$ cat config.mk
export PLATFORM = sky130hd
export DESIGN_NAME = ccr_ctrl
export DESIGN_NICKNAME = d
export VERILOG_FILES = /design/src/logic/ccr_pkg.sv /design/src/logic/ccr_pulse.sv /design/src/logic/ccr_route.sv /design/src/logic/ccr_ctrl.sv
export VERILOG_INCLUDE_DIRS = /design/src /design/src/logic
export SDC_FILE = /design/constraint.sdc
export NUM_CORES = 1
export LEC_CHECK = 0
export BUFFER_PORTS_ARGS = -buffer_cell sky130_fd_sc_hd__buf_2
export CORE_ASPECT_RATIO = 1.5
export CORE_MARGIN = 3
export CORE_UTILIZATION = 40
export CTS_CLUSTER_DIAMETER = 40
export DETAILED_ROUTE_END_ITERATION = 8
export HOLD_SLACK_MARGIN = 0.06
export MAX_ROUTING_LAYER = met4
export SETUP_SLACK_MARGIN = 0.05
export SYNTH_ARGS = -nofsm -noshare
export SYNTH_HDL_FRONTEND = slang
export SYNTH_SLANG_ARGS = --single-unit
$ cat constraint.sdc
create_clock -name SYS_CLK -period 2.4 [get_ports SYS_CLK]
set_input_delay 0.48 -clock SYS_CLK [delete_from_list [all_inputs] [get_ports SYS_CLK]]
set_output_delay 0.48 -clock SYS_CLK [all_outputs]
set_load 0.005 [all_outputs]
$ cat src/logic/ccr_regs.svh
/*
 * Register offsets, field positions and pulse widths of the correlator control bank.
 * Assumes a 16-bit control computer bus with word offsets 0x0..0x4.
 */
// Behaviour
// - Register 0 field picks which of eight event lines drives sampler 0 sync.
// - Register 0 field picks which event line drives sampler 0 blanking.
// - Register 0 field picks which event line drives correlator 0 blanking.
// - Register 0 field picks which event line drives correlator 0 integrate.
// - Register 0 field picks which event line drives correlator 0 run.
// - Register 1 is write-only, same routing for correlator 1.
// - Test bit puts the matching correlator into internal test mode.
// - Double bit puts the matching correlator into double rate mode.
// - Reset bit pulses accumulator reset, at least one correlator clock long.
// - Correlator 1 mode bits pick X and Y source: generator or cascade.
// - Both correlator 1 mode bits set concatenates the two chips.
// - Register 4 field picks transfer trigger line; next bit reserved.
// - Window offset gives the three top auxiliary bus address bits.
// - Half select routes low or high event bus byte as event lines.
// - Config target select steers programming bits to device 2 or 4.
// - PROM reset bit resets the serial PROM before reading.
// - PROM advance bit steps the PROM; read returns PROM data.
// - Config clock bit pulses selected device clock; rising edge takes data.
`ifndef CCR_REGS_SVH
`define CCR_REGS_SVH

// ----------------------------------------------------------------
// Offsets
// ----------------------------------------------------------------
`define CCR_OFS_ROUTE0     4'h0
`define CCR_OFS_ROUTE1     4'h1
`define CCR_OFS_MODE0      4'h2
`define CCR_OFS_MODE1      4'h3
`define CCR_OFS_XFER       4'h4

// ----------------------------------------------------------------
// Routing register fields (low bit of each 3-bit field)
// ----------------------------------------------------------------
`define CCR_RT_SMP_SYNC    0
`define CCR_RT_SMP_BLANK   3
`define CCR_RT_COR_BLANK   6
`define CCR_RT_COR_INTEG   9
`define CCR_RT_COR_RUN     12

// ----------------------------------------------------------------
// Mode register fields
// ----------------------------------------------------------------
`define CCR_MD_INMODE      0
`define CCR_MD_TEST        2
`define CCR_MD_DOUBLE      3
`define CCR_MD_RESET       4

// ----------------------------------------------------------------
// Register 4 fields
// ----------------------------------------------------------------
`define CCR_X_TRIG         0
`define CCR_X_TRIG_RSVD    3
`define CCR_X_WINDOW       4
`define CCR_X_SN_CFG       7
`define CCR_X_HALF         8
`define CCR_X_TARGET       9
`define CCR_X_PROM_RST     10
`define CCR_X_PROM_ADV     11
`define CCR_X_CFG_PROG     12
`define CCR_X_CFG_CLK      13
`define CCR_X_CFG_RST      14
`define CCR_X_MASTER       15

// ----------------------------------------------------------------
// Pulse widths in system clocks
// ----------------------------------------------------------------
`define CCR_PULSE_CYC      4'h4

`endif

$ cat src/logic/ccr_pkg.sv
/*
 * Types shared by the correlator control bank.
 * Assumes nothing beyond the register header.
 */
package ccr_pkg;

    // Event selections of one correlator
    typedef struct packed {
        logic [2:0] run_sel;
        logic [2:0] integ_sel;
        logic [2:0] blank_sel;
        logic [2:0] smp_blank_sel;
        logic [2:0] smp_sync_sel;
    } ccr_route_s;

    // Mode outputs of one correlator
    typedef struct packed {
        logic [1:0] in_mode;
        logic       test;
        logic       dbl;
        logic       acc_reset;
    } ccr_mode_s;

endpackage

$ cat src/logic/ccr_pulse.sv
/*
 * Stretches a one-cycle trigger into a fixed-width high pulse.
 * Assumes the width covers the slowest clock of the pulse target.
 */
`timescale 1ns/1ps
`default_nettype none
`include "ccr_regs.svh"

module ccr_pulse #(
    parameter logic [3:0] WIDTH = `CCR_PULSE_CYC
) (
    // Clock and reset
    input  wire logic clk,
    input  wire logic rst_n,
    // Trigger and pulse
    input  wire logic trig,
    output var  logic pulse
);

    logic [3:0] cnt_reg;

    always_ff @(posedge clk or negedge rst_n) begin
        if (!rst_n) begin
            cnt_reg <= 4'h0;
        end else if (trig) begin
            cnt_reg <= WIDTH;
        end else if (cnt_reg != 4'h0) begin
            cnt_reg <= cnt_reg - 4'h1;
        end
    end

    assign pulse = (cnt_reg != 4'h0);

endmodule

`default_nettype wire

$ cat src/logic/ccr_route.sv
/*
 * Selects five event lines for one correlator from eight.
 * Assumes event lines already chosen by the bus half select.
 */
`timescale 1ns/1ps
`default_nettype none

module ccr_route (
    // Selection and lines
    input  wire logic              clk,
    input  wire logic              rst_n,
    input  wire ccr_pkg::ccr_route_s sel,
    input  wire logic [7:0]        events,
    // Routed signals: run, integ, blank, smp_blank, smp_sync
    output var  logic [4:0]        routed
);

    logic [14:0] sel_flat;

    assign sel_flat = sel;

    genvar i;
    generate
        for (i = 0; i < 5; i = i + 1) begin : g_sel
            always_ff @(posedge clk or negedge rst_n) begin
                if (!rst_n) begin
                    routed[i] <= 1'b0;
                end else begin
                    routed[i] <= events[sel_flat[3*i +: 3]];
                end
            end
        end
    endgenerate

endmodule

`default_nettype wire

$ cat src/logic/ccr_ctrl.sv
/*
 * Correlator control register bank: event routing, chip modes, transfer
 * trigger, auxiliary window, serial PROM and configuration programming.
 * Assumes a synchronous 16-bit control computer bus with one-cycle write
 * and read strobes and a word address.
 */
`timescale 1ns/1ps
`default_nettype none
`include "ccr_regs.svh"

module ccr_ctrl #(
    parameter logic [3:0] PULSE_CYC = `CCR_PULSE_CYC
) (
    // Clock and reset
    input  wire logic        SYS_CLK,
    input  wire logic        RST_N,

    // Control computer bus
    input  wire logic [3:0]  BUS_ADDR,
    input  wire logic [15:0] BUS_WDATA,
    input  wire logic        BUS_WR,
    input  wire logic        BUS_RD,
    output var  logic [15:0] BUS_RDATA,

    // Timed event bus
    input  wire logic [15:0] EVENT_BUS,

    // Correlator 0
    output var  logic [4:0]  COR0_ROUTED,
    output var  logic [1:0]  COR0_IN_MODE,
    output var  logic        COR0_TEST,
    output var  logic        COR0_DOUBLE,
    output var  logic        COR0_ACC_RESET,

    // Correlator 1
    output var  logic [4:0]  COR1_ROUTED,
    output var  logic        COR1_X_CASCADE,
    output var  logic        COR1_Y_CASCADE,
    output var  logic        COR1_CONCAT,
    output var  logic        COR1_TEST,
    output var  logic        COR1_DOUBLE,
    output var  logic        COR1_ACC_RESET,

    // Transfer controller and auxiliary bus
    output var  logic        XFER_TRIGGER,
    output var  logic [2:0]  AUX_ADDR_HIGH,

    // Serial number PROM
    input  wire logic        PROM_DATA,
    output var  logic        PROM_ENABLE,
    output var  logic        PROM_RESET,
    output var  logic        PROM_ADVANCE,

    // Configuration devices 2 and 4
    input  wire logic        CFG_DONE,
    output var  logic        CFG_DATA,
    output var  logic [1:0]  CFG_CLK,
    output var  logic [1:0]  CFG_PROG,
    output var  logic [1:0]  CFG_RESET,

    // Clock sync master
    output var  logic        CLK_SYNC_MASTER
);

    // ----------------------------------------------------------------
    // Register storage
    // ----------------------------------------------------------------
    ccr_pkg::ccr_route_s route0_reg;
    ccr_pkg::ccr_route_s route1_reg;
    logic [3:0]          mode0_reg;
    logic [3:0]          mode1_reg;
    logic [15:0]         xfer_reg;

    logic [15:0]         rdata_next;
    logic [7:0]          events;

    // Write strobes
    logic                wr_route0;
    logic                wr_route1;
    logic                wr_mode0;
    logic                wr_mode1;
    logic                wr_xfer;

    // Action triggers and pulses
    logic                trig_acc0;
    logic                trig_acc1;
    logic                trig_prst;
    logic                trig_padv;
    logic                trig_cclk;
    logic                trig_cprog;
    logic                trig_crst;
    logic                clk_pulse;
    logic                prog_pulse;
    logic                rst_pulse;

    assign wr_route0 = BUS_WR && (BUS_ADDR == `CCR_OFS_ROUTE0);
    assign wr_route1 = BUS_WR && (BUS_ADDR == `CCR_OFS_ROUTE1);
    assign wr_mode0  = BUS_WR && (BUS_ADDR == `CCR_OFS_MODE0);
    assign wr_mode1  = BUS_WR && (BUS_ADDR == `CCR_OFS_MODE1);
    assign wr_xfer   = BUS_WR && (BUS_ADDR == `CCR_OFS_XFER);

    // Accumulator resets
    assign trig_acc0  = wr_mode0 && BUS_WDATA[`CCR_MD_RESET];
    assign trig_acc1  = wr_mode1 && BUS_WDATA[`CCR_MD_RESET];

    // Register 4 action bits, one pulse per write
    assign trig_prst  = wr_xfer && BUS_WDATA[`CCR_X_PROM_RST];
    assign trig_padv  = wr_xfer && BUS_WDATA[`CCR_X_PROM_ADV];
    assign trig_cclk  = wr_xfer && BUS_WDATA[`CCR_X_CFG_CLK];
    assign trig_cprog = wr_xfer && BUS_WDATA[`CCR_X_CFG_PROG];
    assign trig_crst  = wr_xfer && BUS_WDATA[`CCR_X_CFG_RST];

    // ----------------------------------------------------------------
    // Routing registers
    // ----------------------------------------------------------------
    always_ff @(posedge SYS_CLK or negedge RST_N) begin
        if (!RST_N) begin
            route0_reg <= '0;
        end else if (wr_route0) begin
            route0_reg <= BUS_WDATA[14:0];
        end
    end

    always_ff @(posedge SYS_CLK or negedge RST_N) begin
        if (!RST_N) begin
            route1_reg <= '0;
        end else if (wr_route1) begin
            route1_reg <= BUS_WDATA[14:0];
        end
    end

    // ----------------------------------------------------------------
    // Mode registers: input mode, test, double
    // ----------------------------------------------------------------
    always_ff @(posedge SYS_CLK or negedge RST_N) begin
        if (!RST_N) begin
            mode0_reg <= 4'h0;
        end else if (wr_mode0) begin
            mode0_reg <= BUS_WDATA[`CCR_MD_DOUBLE:`CCR_MD_INMODE];
        end
    end

    always_ff @(posedge SYS_CLK or negedge RST_N) begin
        if (!RST_N) begin
            mode1_reg <= 4'h0;
        end else if (wr_mode1) begin
            mode1_reg <= BUS_WDATA[`CCR_MD_DOUBLE:`CCR_MD_INMODE];
        end
    end

    // ----------------------------------------------------------------
    // Register 4 stored fields; action bits never stored
    // ----------------------------------------------------------------
    always_ff @(posedge SYS_CLK or negedge RST_N) begin
        if (!RST_N) begin
            xfer_reg <= 16'h0000;
        end else if (wr_xfer) begin
            xfer_reg <= BUS_WDATA & 16'h83ff;
        end
    end

    // ----------------------------------------------------------------
    // Event lines and routing
    // ----------------------------------------------------------------
    assign events = xfer_reg[`CCR_X_HALF] ? EVENT_BUS[15:8] : EVENT_BUS[7:0];

    ccr_route u_route0 (
        .clk    (SYS_CLK),
        .rst_n  (RST_N),
        .sel    (route0_reg),
        .events (events),
        .routed (COR0_ROUTED)
    );

    ccr_route u_route1 (
        .clk    (SYS_CLK),
        .rst_n  (RST_N),
        .sel    (route1_reg),
        .events (events),
        .routed (COR1_ROUTED)
    );

    always_ff @(posedge SYS_CLK or negedge RST_N) begin
        if (!RST_N) begin
            XFER_TRIGGER <= 1'b0;
        end else begin
            XFER_TRIGGER <= events[xfer_reg[`CCR_X_TRIG +: 3]];
        end
    end

    // ----------------------------------------------------------------
    // Mode outputs
    // ----------------------------------------------------------------
    assign COR0_IN_MODE   = mode0_reg[1:0];
    assign COR0_TEST      = mode0_reg[`CCR_MD_TEST];
    assign COR0_DOUBLE    = mode0_reg[`CCR_MD_DOUBLE];
    assign COR1_X_CASCADE = mode1_reg[0];
    assign COR1_Y_CASCADE = mode1_reg[1];
    assign COR1_CONCAT    = mode1_reg[0] && mode1_reg[1];
    assign COR1_TEST      = mode1_reg[`CCR_MD_TEST];
    assign COR1_DOUBLE    = mode1_reg[`CCR_MD_DOUBLE];

    // ----------------------------------------------------------------
    // Action pulses
    // ----------------------------------------------------------------
    ccr_pulse #(.WIDTH(PULSE_CYC)) u_acc0 (
        .clk   (SYS_CLK),
        .rst_n (RST_N),
        .trig  (trig_acc0),
        .pulse (COR0_ACC_RESET)
    );

    ccr_pulse #(.WIDTH(PULSE_CYC)) u_acc1 (
        .clk   (SYS_CLK),
        .rst_n (RST_N),
        .trig  (trig_acc1),
        .pulse (COR1_ACC_RESET)
    );

    ccr_pulse #(.WIDTH(PULSE_CYC)) u_prst (
        .clk   (SYS_CLK),
        .rst_n (RST_N),
        .trig  (trig_prst),
        .pulse (PROM_RESET)
    );

    ccr_pulse #(.WIDTH(PULSE_CYC)) u_padv (
        .clk   (SYS_CLK),
        .rst_n (RST_N),
        .trig  (trig_padv),
        .pulse (PROM_ADVANCE)
    );

    ccr_pulse #(.WIDTH(PULSE_CYC)) u_cclk (
        .clk   (SYS_CLK),
        .rst_n (RST_N),
        .trig  (trig_cclk),
        .pulse (clk_pulse)
    );

    ccr_pulse #(.WIDTH(PULSE_CYC)) u_cprog (
        .clk   (SYS_CLK),
        .rst_n (RST_N),
        .trig  (trig_cprog),
        .pulse (prog_pulse)
    );

    ccr_pulse #(.WIDTH(PULSE_CYC)) u_crst (
        .clk   (SYS_CLK),
        .rst_n (RST_N),
        .trig  (trig_crst),
        .pulse (rst_pulse)
    );

    // ----------------------------------------------------------------
    // Auxiliary window, PROM and configuration steering
    // ----------------------------------------------------------------
    assign AUX_ADDR_HIGH   = xfer_reg[`CCR_X_WINDOW +: 3];
    assign PROM_ENABLE     = xfer_reg[`CCR_X_SN_CFG];
    assign CFG_DATA        = xfer_reg[`CCR_X_SN_CFG];
    assign CLK_SYNC_MASTER = xfer_reg[`CCR_X_MASTER];

    // Index 0 is device 2, index 1 is device 4
    always_comb begin
        CFG_CLK   = 2'b00;
        CFG_PROG  = 2'b00;
        CFG_RESET = 2'b00;
        if (xfer_reg[`CCR_X_TARGET]) begin
            CFG_CLK[1]   = clk_pulse;
            CFG_PROG[1]  = prog_pulse;
            CFG_RESET[1] = rst_pulse;
        end else begin
            CFG_CLK[0]   = clk_pulse;
            CFG_PROG[0]  = prog_pulse;
            CFG_RESET[0] = rst_pulse;
        end
    end

    // ----------------------------------------------------------------
    // Read path: only register 4 reads back
    // ----------------------------------------------------------------
    always_comb begin
        rdata_next = 16'h0000;
        if (BUS_ADDR == `CCR_OFS_XFER) begin
            rdata_next                  = xfer_reg;
            rdata_next[`CCR_X_PROM_ADV] = PROM_DATA;
            rdata_next[`CCR_X_CFG_PROG] = CFG_DONE;
        end
    end

    always_ff @(posedge SYS_CLK or negedge RST_N) begin
        if (!RST_N) begin
            BUS_RDATA <= 16'h0000;
        end else if (BUS_RD) begin
            BUS_RDATA <= rdata_next;
        end
    end

endmodule

`default_nettype wire

# Yosys cells after proc, flatten, opt, wreduce, memory -nomap -nowiden
# Cells that the tools add are included.
# W data, S select, Z words.
# op_classes
magnitude_cmp	11
eq_ne	4
reduce_logical	28
add_sub_neg	7
muxes	44
# op_table
op	count
$mux W4	14
$lt A3 B4 Y1 const B	11
$bmux W1 S3	11
$reduce_bool A4 Y1	7
$sub A4 B1 Y4 const B	7
$mux W1	17
$mux W16	1
$reduce_bool A2 Y1	7
$logic_and A1 B1 Y1	13
$eq A4 B2 Y1 const B	2
$mux W8	1
$eq A4 B1 Y1 const B	1
$eq A4 B3 Y1 const B	1
$logic_not A4 Y1	1
# totals
ff_bits	104
wordCells	126
in_bits	42
output_inout_bits	52

# Longest topological paths before layout
# Gate-level depths: netlist of the first run.
# logic_depth
word_depth	4
ltp_mapped	6
depth_no_buf	5

# Hierarchy
# A second synthesis of the first run with hierarchy kept.
# unflattened
cells_unflattened	389
hier_area_um2	5456.5
# modules_own_cells
mod	cells_each	area_each_um2	n_inst	seq_area_each_um2
ccr_ctrl	181	2798.9	1	1576.5
ccr_pulse	24	252.7	7	100.1
ccr_route	20	444.2	2	125.1

# Worst setup path after synthesis of the first run
# Ideal clock, no wire load.
# synth_timing
path_type	reg-to-output
from	register u_acc0.cnt_reg[0]
to	output COR0_ACC_RESET
t_arrival_ns	1.196
required_time_ns	1.920
slack_ns	0.724
path_buffers	1
stages_incl_launch_ff	5
cell_sequence	dfrtp_1 > inv_1 > ha_1 > or3b_2 > clkbuf_1
# synth_between
elab_chain_len	1
# synth_lines
element	line	rtl
start: declaration	ccr_pulse.sv:20	logic [3:0] cnt_reg;
start signal: assignment	ccr_pulse.sv:28	cnt_reg <= cnt_reg - 4'h1;
$reduce_bool A4 Y1	ccr_pulse.sv:32	assign pulse = (cnt_reg != 4'h0);
end: declaration	ccr_ctrl.sv:33	output var logic COR0_ACC_RESET,
# No other way between the ends.

# Worst setup path after layout of the first run
# Ends and elaborated chain as after synthesis.

==> results of run 1 <==
-- per-layer routing --
layer / up-vias / wire [um] / track usage
met1: 1740 / 4560 / 0.200
met5: - / 0 / -
met4: 0 / 246 / 0.0602
met2: 75 / 6460 / 0.300
met3: 19 / 444 / 0.0349
li1: 1560 / - / -
-- through the flow --
stage                     instances  area (sq um)  worst slack, ns
after floorplan                 387          5280            0.724
after global placement          605          5810            0.264
after detailed placement        605          5810            0.294
after CTS                       621          6150            0.132
after global routing            621          6160            0.137
final                           621          6160            0.226
-- critical path: stages, from the launching register on --
cell	delay (ns)
dfrtp_1	0.41
inv_1	0.09
ha_1	0.19
or3b_2	0.51
buf_2	0.16
-- cells in the final DEF, fill, tap and decap left out, types with 4 or more instances in the layout --
master       n
dfrtp_1    101
buf_2       89
mux2_2      40
mux2i_1     33
mux4_2      32
inv_1       19
a22o_1      16
nor2_1      15
a21oi_1     15
ha_1        11
mux2_1       9
clkbuf_16    9
buf_4        8
nor2b_1      7
a221oi_1     7
xnor2_1      7
nor3_1       7
nor3b_1      5
or3b_2       4
a221o_1      4
-- logic make-up after synthesis --
logic type | count (synthesis) | synth area share
other | 1 | 0.000712
multiplexers | 115 | 0.309
adder cells (fa/ha/maj) | 11 | 0.0261
buffers and inverters | 56 | 0.0527
flip-flops | 101 | 0.480
AND/OR/NAND/NOR | 49 | 0.0551
XOR/XNOR | 10 | 0.0166
AO/OA/AOI/OAI | 42 | 0.0601
-- layout make-up --
type,count,area [sq um],area share
Timing Repair Buffer,99,546,0.0886
Inverter,19,71.3,0.0116
Sequential cell,101,2530,0.410
Clock buffer,10,229,0.0372
Multi-Input combinational cell,230,2480,0.402
Clock inverter,6,111,0.0181
Tap cell,156,195,0.0317
-- synthesized netlist by cell type, types with 2 or more instances --
master / number
buf_2: 6
buf_6: 2
nor3_1: 7
mux2i_1: 33
buf_4: 11
mux2_2: 40
nor2b_1: 7
clkbuf_2: 3
a221o_1: 4
a22o_1: 16
mux4_2: 32
or3b_2: 4
inv_1: 19
a21oi_1: 15
clkbuf_1: 15
dfrtp_1: 101
ha_1: 11
nor3b_1: 6
nor2_1: 15
and2_1: 3
a221oi_1: 7
mux2_1: 9
xnor2_1: 7
xor2_1: 3
-- worst max-delay path by stage --
stage	from	endpoint	slack [ns]
detailed placement	BUS_ADDR[1]	xfer_reg[9]	0.29
global placement	BUS_ADDR[1]	xfer_reg[8]	0.26
floorplan	u_acc0.cnt_reg[0]	COR0_ACC_RESET	0.72
global route	u_acc0.cnt_reg[0]	COR0_ACC_RESET	0.14
finish	u_acc0.cnt_reg[0]	COR0_ACC_RESET	0.23
CTS	u_crst.cnt_reg[0]	CFG_RESET[1]	0.13
-- report_power, final --
group	switching (mW)	internal [mW]	total, mW
Sequential	0.439	2.24	2.68
Combinational	0.888	1.23	2.12
Clock	0.632	1.02	1.65
-- timing repair --
| item | 4_1_cts | 5_1_grt |
|---|---|---|
| endpoints found under the setup margin | 0 | 2 |
| buffers inserted | 0 | 0 |
| gates resized for setup | 0 | 1 |
| hold buffers | 0 | 0 |
==> out/results.ini, run 1 <==
[critical_path]
crit_required_ns = 1.92
cp-start-kind = flop
r2r_end = XFER_TRIGGER
arrival_ns = 1.69
worstSetupEndpointType = output port
r2r_slack_ns = 0.53
timing_worst_setup_path_type = reg -> out
reg2regPathDepth = 3
cp_max_fo = 4
r2r_start = xfer_reg[8]

[layout]
drive_above_1_share = 0.415
nets = 513
area_growth_pct = 16.8
fillers = 1140
final_core_utilization = 0.485
n_antenna_cell = 0

[power_and_ir_drop]
total_power_mw = 6.45
peakVddDrop_mv = 0.416
pwr_density_cell_mw_per_mm2 = 1050
power.leakage_nw = 2.84

[grt]
grt_overflow = 0
grt_pass1_vias = 3689
grt_pass1_wl_mm = 19.3
grt_antenna_before_repair = 0
grt_max_degree = 42
grt.total_usage = 0.174

[die]
dieArea_sq_mm = 0.0146
die-width_um = 99.7
start_util = 0.415
rows = 50
coreArea_sq_mm = 0.0127
die_h_um = 147
ios = 94

[logic_synthesis]
synth-async-reset-ratio = 1.00
synthFlopType = dfrtp_1
synth_top_area_share = 0.480
synth_top_cells_by_area = dfrtp_1 (48%), mux4_2 (14%), mux2_2 (8.5%)
synth_edf_count = 0
ys_seq_elements = 101
yosys_warnings = 0
synth_cell_types = 33
synth_area_per_cell_sq_um = 13.7
syn-cell-area_sq_mm = 0.00527
yosysTopAreaCell = dfrtp_1
synth_cells = 385
yosysSeqAreaShare = 0.480

[timing]
max_freq_ghz = 0.460
setup_viol = 0
holdWs_ns = 0.101
finClkSkew_ns = 0.00515
relSlewSlack = 0.398
period_share = 0.906
hold_viol_final = 0
tns_ns = 0
slew_violations = 0
tightest_slew_ns = 0.878
finalCriticalPeriod_ns = 2.17
grt_setup_unrepaired = false

[clocking]
numCtsBuffers = 9
clock-sinks = 101
cts.path.max_buffers = 2
clkLatencyLatePin_ns = 0.34
path_clk_slew_ns = 0.07
h-tree-depth = 3
cts_tree = done
root_buffer = clkbuf_16

[hold_path]
hold_path.class = in -> async

[routing]
drt_wl_total_mm = 11.7
dr.pass1.iters = 4
drc_errors = 0
vias_per_cell = 5.47
postRouteAntennaNets = 0
vias = 3394
first_iter_violations = 116
routedWlPerCell_um = 18.8

[placed_design]
io_buffers = 90
dp_hpwl_mm = 8.45
gp_congestion = 0.774

[outcome]
status = complete, no violations

[flow_run]
maxCapViolCount = 0

Power figures use the tool's default switching activity.
==> inputs of run 2 (changes only) <==
--- a/config.mk
+++ b/config.mk
@@ -9,11 +9,12 @@
 export BUFFER_PORTS_ARGS = -buffer_cell sky130_fd_sc_hd__buf_2
 export CORE_ASPECT_RATIO = 1.5
 export CORE_MARGIN = 3
-export CORE_UTILIZATION = 40
+export CORE_UTILIZATION = 60
 export CTS_CLUSTER_DIAMETER = 40
 export DETAILED_ROUTE_END_ITERATION = 8
 export HOLD_SLACK_MARGIN = 0.06
 export MAX_ROUTING_LAYER = met4
+export PLACE_DENSITY_LB_ADDON = 0.2
 export SETUP_SLACK_MARGIN = 0.05
 export SYNTH_ARGS = -nofsm -noshare
 export SYNTH_HDL_FRONTEND = slang
==> run 2 against run 1 <==
  * Count of clock-buffer cells in the layout rose by 3
  * Register-to-register slack got worse by 0.19 ns
  * Worst setup slack got worse by 0.0092 ns
  * Combinational power barely moved
  * Die area fell by 32%
  * Critical path depth did not move
  * Largest cell class unchanged
  * Highest routed layer unchanged
==> out/results.ini, run 2 (same netlist as run 1, synthesis figures left out) <==
[outcome]
status = complete, no violations

[power_and_ir_drop]
pwr_density_cell_mw_per_mm2 = 1050
peakVddDrop_mv = 0.660
power.leakage_nw = 2.83

[die]
die-width_um = 82.5
ios = 94
start_util = 0.623
die_h_um = 121
coreArea_sq_mm = 0.00846
dieArea_sq_mm = 0.00997
rows = 41

[timing]
hold_viol_final = 0
tightest_slew_ns = 1.09
grt_setup_unrepaired = false
max_freq_ghz = 0.458
setup_viol = 0
finClkSkew_ns = 0.00586
period_share = 0.910
slew_violations = 0
finalCriticalPeriod_ns = 2.18
tns_ns = 0
fin_ws_ns = 0.217
relSlewSlack = 0.252

[clocking]
cts_tree = done
clkLatencyLatePin_ns = 0.34
h-tree-depth = 3
clock-sinks = 101
path_clk_slew_ns = 0.07
root_buffer = clkbuf_16
hold_buffers = 0
cts.path.max_buffers = 2
numCtsBuffers = 9

[critical_path]
cp_num_buf_inv = 2
cp_cell_sequence = inv_1 > ha_1 > or3b_2 > buf_2
arrival_ns = 1.70
cp_max_fo = 4
reg2regPathDepth = 3
crit_cells = 4
crit_required_ns = 1.92
crit_path_top_delay_cell = or3b_2
timing_worst_setup_path_type = reg -> out
path_delay_family = simple AND/OR/NAND/NOR gates
max_stage_delay_ns = 0.51
cp-start-kind = flop
worstSetupEndpointType = output port

[routing]
vias = 3437
postRouteAntennaNets = 0
drt_wl_total_mm = 11.4
vias_per_cell = 6.03
drc_errors = 0
dr.pass1.iters = 4
first_iter_violations = 182
routedWlPerCell_um = 19.9

[layout]
final_common_cell = dfrtp_1
layout_common_cells = dfrtp_1 (101), buf_2 (89), mux2_2 (40), mux2i_1 (33), mux4_2 (32)
fillers = 598
area_growth_pct = 15.3
nets = 511
n_antenna_cell = 0
drive_above_1_share = 0.415

[grt]
grt_antenna_before_repair = 1
grt.total_usage = 0.253
grt_pass1_wl_mm = 18.3
grt_max_degree = 50
grt_overflow = 0
grt_pass1_vias = 3621

[placed_design]
dp_hpwl_mm = 8.03
place_ws_ns = 0.348
gp_congestion = 0.823
io_buffers = 90

[hold_path]
hold_path.class = in -> async

[flow_run]
maxCapViolCount = 0

-- run 2: power by group --
| group | internal [mW] | switching [mW] | total [mW] |
|---|---|---|---|
| Combinational | 1.22 | 0.913 | 2.14 |
| Sequential | 2.24 | 0.448 | 2.69 |
| Clock | 0.972 | 0.611 | 1.58 |
-- run 2: worst paths after layout --
| check | from | end | slack [ns] |
|---|---|---|---|
| worst min-delay path | RST_N | u_prst.cnt_reg[2] | 0.15 |
| max in group asynchronous | RST_N | route0_reg[9] | 1.62 |
| worst max-delay path | u_acc0.cnt_reg[0] | COR0_ACC_RESET | 0.22 |
| min in group SYS_CLK | PROM_DATA | BUS_RDATA[11] | 0.35 |
| worst max register to register | xfer_reg[8] | XFER_TRIGGER | 0.34 |
| worst min register to register | route1_reg[11] | u_route1.routed[3] | 0.48 |
-- run 2: per-layer routing --
layer  share of wire  global-route usage  wire, um
met5               0                   -         0
met4           0.029               0.104       329
met3           0.040              0.0387       452
met2            0.55               0.424      6270
met1            0.38               0.303      4300
-- run 2: cell type report --
class | instances | area (sq um) | share of cell area
clock buffer | 13 | 260 | 0.0428
clock inverter | 3 | 67.6 | 0.0111
inverter | 19 | 71.3 | 0.0117
multi-input combinational | 230 | 2490 | 0.409
sequential | 101 | 2530 | 0.416
tap | 107 | 134 | 0.0220
timing repair buffer | 97 | 531 | 0.0873
-- run 2: what timing repair did --
action | in CTS | in global routing
buffers inserted | 0 | 0
endpoints found under the setup margin | 0 | 5
resized for setup | 0 | 3
-- run 2: per-stage QoR --
stage	cell area (sq um)	cells	power (mW)	hold WS, ns	utilization
after floorplan	5280	387	4.23	0.184	-
after global placement	5740	554	4.70	0.454	0.678
after detailed placement	5740	554	4.85	0.466	0.678
after CTS	6060	570	6.45	0.179	0.716
after global routing	6080	570	6.82	0.199	0.718
final	6080	570	6.41	0.150	0.718
